## src/include/exec_pkg.sv

```systemverilog
// Constants, register map and operation codes of the instruction executor.
// Assumes a 32-bit AXI4-Lite master and byte addresses of eight bits.
`default_nettype none
package exec_pkg;

  //////////////////////////////////////////////////////////////////////////////
  // Register byte offsets.
  localparam logic [7:0] A_CMD   = 8'h00;
  localparam logic [7:0] A_ACC   = 8'h04;
  localparam logic [7:0] A_STAT  = 8'h08;
  localparam logic [7:0] A_PAGE  = 8'h0C;
  localparam logic [7:0] A_PC    = 8'h10;
  localparam logic [7:0] A_FADDR = 8'h14;
  localparam logic [7:0] A_FDATA = 8'h18;
  localparam logic [7:0] A_WDOG  = 8'h1C;
  localparam logic [7:0] A_STK   = 8'h20;

  //////////////////////////////////////////////////////////////////////////////
  // Command word fields.
  localparam int CMD_OP_LSB = 0;
  localparam int CMD_D_BIT  = 4;
  localparam int CMD_B_LSB  = 5;
  localparam int CMD_F_LSB  = 8;
  localparam int CMD_K_LSB  = 16;

  // Status word fields.
  localparam int ST_ZERO  = 0;
  localparam int ST_SLEEP = 1;
  localparam int ST_WDEXP = 2;
  localparam int ST_BUSY  = 3;
  localparam int ST_SKIP  = 4;

  //////////////////////////////////////////////////////////////////////////////
  // Reset values and sizes.
  localparam logic [7:0]  ACC_RST  = 8'h00;
  localparam logic [7:0]  PAGE_RST = 8'h00;
  localparam logic [12:0] PC_RST   = 13'h0000;
  localparam logic [6:0]  FADDR_RST = 7'h00;
  localparam logic        FLAG_RST = 1'b1;
  localparam int          STACK_DEPTH = 8;
  localparam int          FILE_WORDS  = 128;

  localparam logic [1:0] RESP_OKAY   = 2'b00;
  localparam logic [1:0] RESP_SLVERR = 2'b10;

  typedef enum logic [3:0] {
    OP_NOP      = 4'b0000,
    OP_AND      = 4'b0001,
    OP_BSKIP    = 4'b0010,
    OP_KICK     = 4'b0011,
    OP_CALL     = 4'b0100,
    OP_INV      = 4'b0101,
    OP_CLR_FILE = 4'b0110,
    OP_DEC      = 4'b0111,
    OP_CLR_ACC  = 4'b1000
  } op_e;

endpackage

`default_nettype wire

```

## src/hw/instr_exec.sv

```systemverilog
// Executes a subset of an 8-bit core's instructions on a 128-word file,
// an accumulator, a program counter, a return stack and a watchdog.
// Assumes one AXI4-Lite master on core_clk; software issues instructions
// by writing the command register.
//
// What this block does
// - AND accumulator with file, d selects destination.
// - Tested bit set: discard next, two cycles.
// - Tested bit clear: next executes, flags untouched.
// - Kick clears watchdog counter and prescaler.
// - Kick sets expired and sleep flags.
// - Call pushes program counter plus one.
// - Call loads immediate and page latch bits.
// - Call takes two cycles, flags untouched.
// - Invert file into accumulator or file.
// - Clear file writes zero, sets zero flag.
// - Decrement file into accumulator or file.
// - Clear accumulator writes zero, sets zero flag.
// - Counter change or true test: extra no-op cycle.
//
// Design decisions made here: register access over AXI4-Lite and the address map.
`timescale 1ns/1ps
`default_nettype none

module instr_exec
  import exec_pkg::*;
(
  input  wire logic        core_clk,
  input  wire logic        rstn,
  input  wire logic        awvalid,
  output logic             awready,
  input  wire logic [7:0]  awaddr,
  input  wire logic [2:0]  awprot,
  input  wire logic        wvalid,
  output logic             wready,
  input  wire logic [31:0] wdata,
  input  wire logic [3:0]  wstrb,
  output logic             bvalid,
  input  wire logic        bready,
  output logic [1:0]       bresp,
  input  wire logic        arvalid,
  output logic             arready,
  input  wire logic [7:0]  araddr,
  input  wire logic [2:0]  arprot,
  output logic             rvalid,
  input  wire logic        rready,
  output logic [31:0]      rdata,
  output logic [1:0]       rresp
);

  //////////////////////////////////////////////////////////////////////////////
  // Byte-lane merge of a write into an old word.
  function automatic logic [31:0] merge(input logic [31:0] old_w,
                                        input logic [31:0] new_w,
                                        input logic [3:0]  strb);
    logic [31:0] res;
    res = old_w;
    for (int i = 0; i < 4; i++) begin
      if (strb[i]) begin
        res[i*8 +: 8] = new_w[i*8 +: 8];
      end
    end
    return res;
  endfunction

  function automatic logic mapped(input logic [7:0] a);
    return a == A_CMD || a == A_ACC || a == A_STAT || a == A_PAGE ||
           a == A_PC || a == A_FADDR || a == A_FDATA || a == A_WDOG ||
           a == A_STK;
  endfunction

  //////////////////////////////////////////////////////////////////////////////
  // Bus slave state.
  logic        aw_held_reg;
  logic [7:0]  awaddr_reg;
  logic        w_held_reg;
  logic [31:0] wdata_reg;
  logic [3:0]  wstrb_reg;
  logic        bvalid_reg;
  logic [1:0]  bresp_reg;
  logic        rvalid_reg;
  logic [31:0] rdata_reg;
  logic [1:0]  rresp_reg;

  // Core state.
  logic [31:0] cmd_reg;
  logic [7:0]  acc_reg;
  logic [7:0]  page_reg;
  logic [12:0] pc_reg;
  logic [6:0]  faddr_reg;
  logic        zero_reg;
  logic        wdexp_reg;
  logic        sleep_reg;
  logic        busy_reg;
  logic        skip_reg;
  logic [7:0]  wd_cnt_reg;
  logic [7:0]  wd_pre_reg;
  logic [2:0]  sp_reg;
  logic [7:0]  file_mem [FILE_WORDS];
  logic [12:0] stack_mem [STACK_DEPTH];

  //////////////////////////////////////////////////////////////////////////////
  // Bus handshakes and decode.
  wire        wr_fire = aw_held_reg && w_held_reg;
  wire        ar_fire = arvalid && arready;
  wire        wr_ok   = mapped(awaddr_reg);
  wire [31:0] cmd_new = merge(cmd_reg, wdata_reg, wstrb_reg);
  wire        cmd_go  = wr_fire && awaddr_reg == A_CMD;
  wire [31:0] acc_w   = merge({24'h000000, acc_reg}, wdata_reg, wstrb_reg);
  wire [31:0] page_w  = merge({24'h000000, page_reg}, wdata_reg, wstrb_reg);
  wire [31:0] fa_w    = merge({25'h0000000, faddr_reg}, wdata_reg,
                              wstrb_reg);
  wire [7:0]  fdata   = file_mem[faddr_reg];
  wire [31:0] fd_w    = merge({24'h000000, fdata}, wdata_reg, wstrb_reg);
  wire        acc_wr  = wr_fire && awaddr_reg == A_ACC;
  wire        page_wr = wr_fire && awaddr_reg == A_PAGE;
  wire        fa_wr   = wr_fire && awaddr_reg == A_FADDR;
  wire        fd_wr   = wr_fire && awaddr_reg == A_FDATA;

  assign awready = !aw_held_reg && !bvalid_reg;
  assign wready  = !w_held_reg && !bvalid_reg;
  assign arready = !rvalid_reg;
  assign bvalid  = bvalid_reg;
  assign bresp   = bresp_reg;
  assign rvalid  = rvalid_reg;
  assign rdata   = rdata_reg;
  assign rresp   = rresp_reg;

  //////////////////////////////////////////////////////////////////////////////
  // Instruction decode and datapath.
  wire op_e   op     = op_e'(cmd_new[CMD_OP_LSB +: 4]);
  wire        dsel   = cmd_new[CMD_D_BIT];
  wire [2:0]  bsel   = cmd_new[CMD_B_LSB +: 3];
  wire [6:0]  fsel   = cmd_new[CMD_F_LSB +: 7];
  wire [10:0] kimm   = cmd_new[CMD_K_LSB +: 11];
  wire [7:0]  fval   = file_mem[fsel];
  wire        is_fd  = op == OP_AND || op == OP_INV || op == OP_DEC;
  logic [7:0] result;

  always_comb begin
    case (op)
      OP_AND:  result = acc_reg & fval;
      OP_INV:  result = ~fval;
      OP_DEC:  result = fval - 8'h01;
      default: result = 8'h00;
    endcase
  end

  wire to_file = (is_fd && dsel) || op == OP_CLR_FILE;
  wire to_acc  = (is_fd && !dsel) || op == OP_CLR_ACC;
  wire z_upd   = is_fd || op == OP_CLR_FILE || op == OP_CLR_ACC;
  wire z_val   = result == 8'h00;
  wire skip    = op == OP_BSKIP && fval[bsel];
  wire is_call = op == OP_CALL;
  wire kick    = cmd_go && op == OP_KICK;
  wire [12:0] pc_inc  = 13'(pc_reg + 13'h0001);
  wire [12:0] pc_skip = 13'(pc_reg + 13'h0002);
  wire [12:0] pc_call = {page_reg[4:3], kimm};
  wire [2:0]  sp_top  = 3'(sp_reg - 3'h1);
  wire        wd_wrap = wd_pre_reg == 8'hFF;

  //////////////////////////////////////////////////////////////////////////////
  // Read mux.
  logic [31:0] rd_mux;
  always_comb begin
    case (araddr)
      A_CMD:   rd_mux = cmd_reg;
      A_ACC:   rd_mux = {24'h000000, acc_reg};
      A_STAT:  rd_mux = {27'h0000000, skip_reg, busy_reg, wdexp_reg,
                         sleep_reg, zero_reg};
      A_PAGE:  rd_mux = {24'h000000, page_reg};
      A_PC:    rd_mux = {19'h00000, pc_reg};
      A_FADDR: rd_mux = {25'h0000000, faddr_reg};
      A_FDATA: rd_mux = {24'h000000, fdata};
      A_WDOG:  rd_mux = {16'h0000, wd_pre_reg, wd_cnt_reg};
      A_STK:   rd_mux = {13'h0000, sp_reg, 3'h0, stack_mem[sp_top]};
      default: rd_mux = 32'h00000000;
    endcase
  end

  //////////////////////////////////////////////////////////////////////////////
  // Bus slave registers.
  always_ff @(posedge core_clk) begin
    if (!rstn) begin
      aw_held_reg <= 1'b0;
      awaddr_reg  <= 8'h00;
      w_held_reg  <= 1'b0;
      wdata_reg   <= 32'h00000000;
      wstrb_reg   <= 4'h0;
      bvalid_reg  <= 1'b0;
      bresp_reg   <= RESP_OKAY;
      rvalid_reg  <= 1'b0;
      rdata_reg   <= 32'h00000000;
      rresp_reg   <= RESP_OKAY;
    end else begin
      if (awvalid && awready) begin
        aw_held_reg <= 1'b1;
        awaddr_reg  <= awaddr;
      end else if (wr_fire) begin
        aw_held_reg <= 1'b0;
      end
      if (wvalid && wready) begin
        w_held_reg <= 1'b1;
        wdata_reg  <= wdata;
        wstrb_reg  <= wstrb;
      end else if (wr_fire) begin
        w_held_reg <= 1'b0;
      end
      if (wr_fire) begin
        bvalid_reg <= 1'b1;
        bresp_reg  <= wr_ok ? RESP_OKAY : RESP_SLVERR;
      end else if (bready) begin
        bvalid_reg <= 1'b0;
      end
      if (ar_fire) begin
        rvalid_reg <= 1'b1;
        rdata_reg  <= rd_mux;
        rresp_reg  <= mapped(araddr) ? RESP_OKAY : RESP_SLVERR;
      end else if (rready) begin
        rvalid_reg <= 1'b0;
      end
    end
  end

  //////////////////////////////////////////////////////////////////////////////
  // Software-visible registers and the one-cycle no-op slot.
  always_ff @(posedge core_clk) begin
    if (!rstn) begin
      cmd_reg   <= 32'h00000000;
      acc_reg   <= ACC_RST;
      page_reg  <= PAGE_RST;
      faddr_reg <= FADDR_RST;
      zero_reg  <= 1'b0;
      busy_reg  <= 1'b0;
      skip_reg  <= 1'b0;
    end else begin
      busy_reg <= cmd_go && (skip || is_call);
      if (cmd_go) begin
        cmd_reg  <= cmd_new;
        skip_reg <= skip;
        if (to_acc) begin
          acc_reg <= result;
        end
        if (z_upd) begin
          zero_reg <= z_val;
        end
      end else if (acc_wr) begin
        acc_reg <= acc_w[7:0];
      end
      if (page_wr) begin
        page_reg <= page_w[7:0];
      end
      if (fa_wr) begin
        faddr_reg <= fa_w[6:0];
      end
    end
  end

  // The file has no reset; software must clear what it relies on.
  always_ff @(posedge core_clk) begin
    if (cmd_go && to_file) begin
      file_mem[fsel] <= result;
    end else if (fd_wr) begin
      file_mem[faddr_reg] <= fd_w[7:0];
    end
  end

  //////////////////////////////////////////////////////////////////////////////
  // Program counter and return stack. The stack wraps when over-filled,
  // dropping the oldest return address, as a fixed-depth core does.
  always_ff @(posedge core_clk) begin
    if (!rstn) begin
      pc_reg <= PC_RST;
      sp_reg <= 3'h0;
    end else if (cmd_go) begin
      if (is_call) begin
        pc_reg <= pc_call;
        sp_reg <= 3'(sp_reg + 3'h1);
      end else if (skip) begin
        pc_reg <= pc_skip;
      end else begin
        pc_reg <= pc_inc;
      end
    end
  end

  always_ff @(posedge core_clk) begin
    if (cmd_go && is_call) begin
      stack_mem[sp_reg] <= pc_inc;
    end
  end

  //////////////////////////////////////////////////////////////////////////////
  // Watchdog. A kick in the same cycle as expiry wins, since the count it
  // restarts would otherwise report a timeout that software just answered.
  always_ff @(posedge core_clk) begin
    if (!rstn) begin
      wd_pre_reg <= 8'h00;
      wd_cnt_reg <= 8'h00;
      wdexp_reg  <= FLAG_RST;
      sleep_reg  <= FLAG_RST;
    end else if (kick) begin
      wd_pre_reg <= 8'h00;
      wd_cnt_reg <= 8'h00;
      wdexp_reg  <= 1'b1;
      sleep_reg  <= 1'b1;
    end else begin
      wd_pre_reg <= 8'(wd_pre_reg + 8'h01);
      if (wd_wrap) begin
        wd_cnt_reg <= 8'(wd_cnt_reg + 8'h01);
        if (wd_cnt_reg == 8'hFF) begin
          wdexp_reg <= 1'b0;
        end
      end
    end
  end

endmodule

`default_nettype wire

```

## config.mk

```make
export PLATFORM = sky130hd
export DESIGN_NAME = instr_exec
export DESIGN_NICKNAME = d
export VERILOG_FILES = /design/src/include/exec_pkg.sv /design/src/hw/instr_exec.sv
export SDC_FILE = /design/constraint.sdc
export NUM_CORES = 2
export LEC_CHECK = 0
export ABC_AREA = 1
export BUFFER_PORTS_ARGS = -buffer_cell sky130_fd_sc_hd__buf_2
export CAP_MARGIN = 30
export CORE_ASPECT_RATIO = 1.2
export CORE_UTILIZATION = 40
export DETAILED_ROUTE_END_ITERATION = 6
export GPL_TIMING_DRIVEN = 1
export PLACE_DENSITY_LB_ADDON = 0.2
export SYNTH_ARGS = -nofsm -noshare
export SYNTH_HDL_FRONTEND = slang
export SYNTH_SLANG_ARGS = --single-unit
```

## constraint.sdc

```tcl
create_clock -name core_clk -period 13.42 [get_ports core_clk]
set_clock_uncertainty 0.15 [all_clocks]
set_input_delay 2.684 -clock core_clk [delete_from_list [all_inputs] [get_ports core_clk]]
set_output_delay 2.684 -clock core_clk [all_outputs]
set_load 0.02 [all_outputs]
```

==> impl_metrics.tcl <==
set metrics [dict create \
    status "completed" \
    cts_hold_buf 0 \
    period_share_pct 60.43 \
    ys.flop_type "edfxtp_1" \
    top_regs "file_mem x1024, stack_mem x104" \
    viasPerCell 5.805 \
    syn_area_sq_mm 0.06541 \
    hold_path_class "reg -> reg" \
    crit_type "reg -> reg" \
    cts_setup_buffers 0 \
    wire_per_inst_microns 24.28 \
    p_per_area_mw_per_mm2 124.1 \
    antenna_found_initial 3 \
    rsz0062_at_grt "false" \
    dr.pass1.iters 6 \
    slew_headroom_pct 26.37 \
    nFillCells 15523 \
    drcViolationCount 0 \
    slowest_stage "dfxtp_1" \
    setup_violations 0 \
    clockRootBuffer "clkbuf_16" \
    start_kind "register" \
    area_growth_pct 10.90 \
    cts_tree "yes" \
    numCtsBuffers 141 \
    die-area_sq_mm 0.1651 \
    fin_crit_ns 8.110 \
    io_pins 106 \
    num_vias 55903 \
    synth-seq-cells 1308 \
    worst_pin_slew_ns 1.100 \
    clock_path_buffers 3 \
    fin_nets 7454 \
    synth-warning-count 0 \
    path_cells "nand2_1 > nand2_8 > buf_4 > buf_4 > nand2_1 > nand3_1 > nand3_1 > nand3_1 > nand3_1 > nand3_1 > nand3_1 > nand2_1 > nand2_1 > nor2_1 > nand2_1 > nand2_1 > nand3_1 > nand2_1 > nor2_1 > a31oi_4 > buf_4 > buf_4" \
    row_count 162 \
    ctsResizeCount 0 \
    critPathMaxFanout 93 \
    synth-async-reset-ratio_pct 0 \
    grt_pass1_vias 52072 \
    utilization_pct 44.68 \
    end_kind "register" \
    clk_pin_slew_ns 0.06 \
    grt_pass1_wl_microns 338900 \
    irDropWorstVdd_uv 128.0 \
    report.final.hold_viol_count 0 \
    required_ns 13.71 \
    initial_core_util_pct 40.28 \
    fp.dieH_microns 445.0 \
    fmax_ghz 0.1233 \
    ant_nets 0 \
    drt_iter0_markers 6076 \
    largest_reg_flops 1024 \
    clk_latency_ns 0.81 \
    grt_max_degree 159 \
    fp.dieW_microns 371.1 \
    syn_inst 7488 \
    synth-edff-count 1128 \
    dp_hpwl_microns 139700 \
    cts_sinks 1308 \
    drv_slew 0 \
    syn_avg_cell_area_sq_um 8.735 \
    design.core.area_sq_mm 0.1624 \
    overflow 0 \
    cp.arrival_ns 8.40 \
    cp_slowest_stage_delay_ns 0.88 \
    top_register "file_mem" \
    grtUsageTotal_pct 27.62 \
    cap_violations 0 \
    gp_congestion 0.9522 \
    wl_microns 233800 \
    port_buffers 97 \
    ctsHtreeMaxLevel 4 \
    final_layout_size_suffix_gt1_share_pct 6.964 \
    setup_tns_ns 0 \
    synthDistinctLibCells 52 \
    yosysSeqAreaShare_pct 57.30 \
    power_leakage_nw 27.27 \
]
[where the power goes]
group / switching (W) / internal (W) / leakage (nW)
Combinational: 0.000548 / 0.000157 / 14.1
Sequential: 0.0000169 / 0.00446 / 11.0
Clock: 0.00164 / 0.00217 / 2.18
[routing by layer]
layer	GRT usage, %	vias to the layer above	part of all wire (%)	routed length (microns)
met5	0	-	0.020	46
met4	15.37	6	5.7	13280
met3	5.004	653	8.6	20100
met2	45.41	2837	47	110400
met1	34.11	26939	38	89920
li1	-	25468	-	-
[cell type report]
type                    count  area (sq um)  area share [%]
flip-flops and latches   1308         37490           51.69
multi-input cells        5013         23410           32.28
clock buffers             192          3951           5.447
well taps                2132          2668           3.678
inverters                 642          2429           3.348
repair buffers            276          2095           2.888
clock inverters            65         485.5          0.6693
diodes                      2         5.005        0.006900
[cell usage in the layout, fill, tap and decap left out, types with 31 or more instances in the layout]
cell          n
a21oi_1     296
buf_2       100
buf_4       138
clkbuf_1     34
clkbuf_16   148
clkinv_1     36
dfxtp_1     176
edfxtp_1   1128
inv_1       625
nand2_1    1584
nand3_1     771
nor2_1      892
o211ai_1     94
o21ai_0     915
o21ai_1      31
o221ai_1     53
o22ai_1     164
[kinds of logic after synthesis]
| kind of cell | share of synthesized area [%] |
|---|---|
| simple gates | 20.90 |
| compound gates | 14.01 |
| flops | 57.30 |
| buf+inv | 7.281 |
| xor+xnor | 0.3750 |
| fa+ha+maj | 0.1339 |
| other cells | 0.005733 |
[cell usage after synthesis, drive strengths merged, types with 23 or more instances]
library cell,n,area [sq um]
nand2,1589,5984
edfxtp,1128,33870
o21ai,953,4785
nor2,894,3363
nand3,774,3889
inv,635,2384
clkbuf,317,1190
a21oi,296,1481
buf,209,1162
dfxtp,180,3603
o22ai,164,1026
o211ai,94,705.7
o221ai,53,464.2
nor3,32,160.2
xor2,25,219.0
a221oi,23,201.4
[metrics by stage]
step / hold slack (ns) / setup WS [ns] / power, W / instance area (sq um) / std cells
2_1_floorplan: 0.2737 / 4.825 / 0.005007 / 65410 / 7489
3_3_place_gp: 0.2860 / 5.537 / 0.005250 / 67550 / 9312
5_1_grt: 0.3139 / 4.897 / 0.009243 / 72530 / 9628
6_report: 0.2948 / 5.310 / 0.009004 / 72530 / 9630
3_5_place_dp: 0.2888 / 5.478 / 0.005255 / 68050 / 9368
4_1_cts: 0.2977 / 5.412 / 0.009033 / 72490 / 9625
[path summary, 6_finish.rpt]
check / from / end / slack [ns] / cells after the start
max: wstrb_reg[1]$_SDFFE_PN0P_ / file_mem[14][6]$_DFFE_PP_ / 5.31 / 22
min: cmd_reg[28]$_SDFFE_PN0P_ / cmd_reg[28]$_SDFFE_PN0P_ / 0.29 / 2
max reg2reg: wstrb_reg[1]$_SDFFE_PN0P_ / file_mem[14][6]$_DFFE_PP_ / 5.31 / 22
min reg2reg: cmd_reg[28]$_SDFFE_PN0P_ / cmd_reg[28]$_SDFFE_PN0P_ / 0.29 / 2
[worst max-delay path: cells and delay by family (launching register included)]
| kind | cells | cell delay, ns |
|---|---|---|
| and+or+nand+nor | 17 | 2.96 |
| buffers and inverters | 4 | 2.84 |
| DFF | 1 | 0.88 |
| AOI/OAI and AO/OA | 1 | 0.56 |
(Power assumes the default switching activity.)
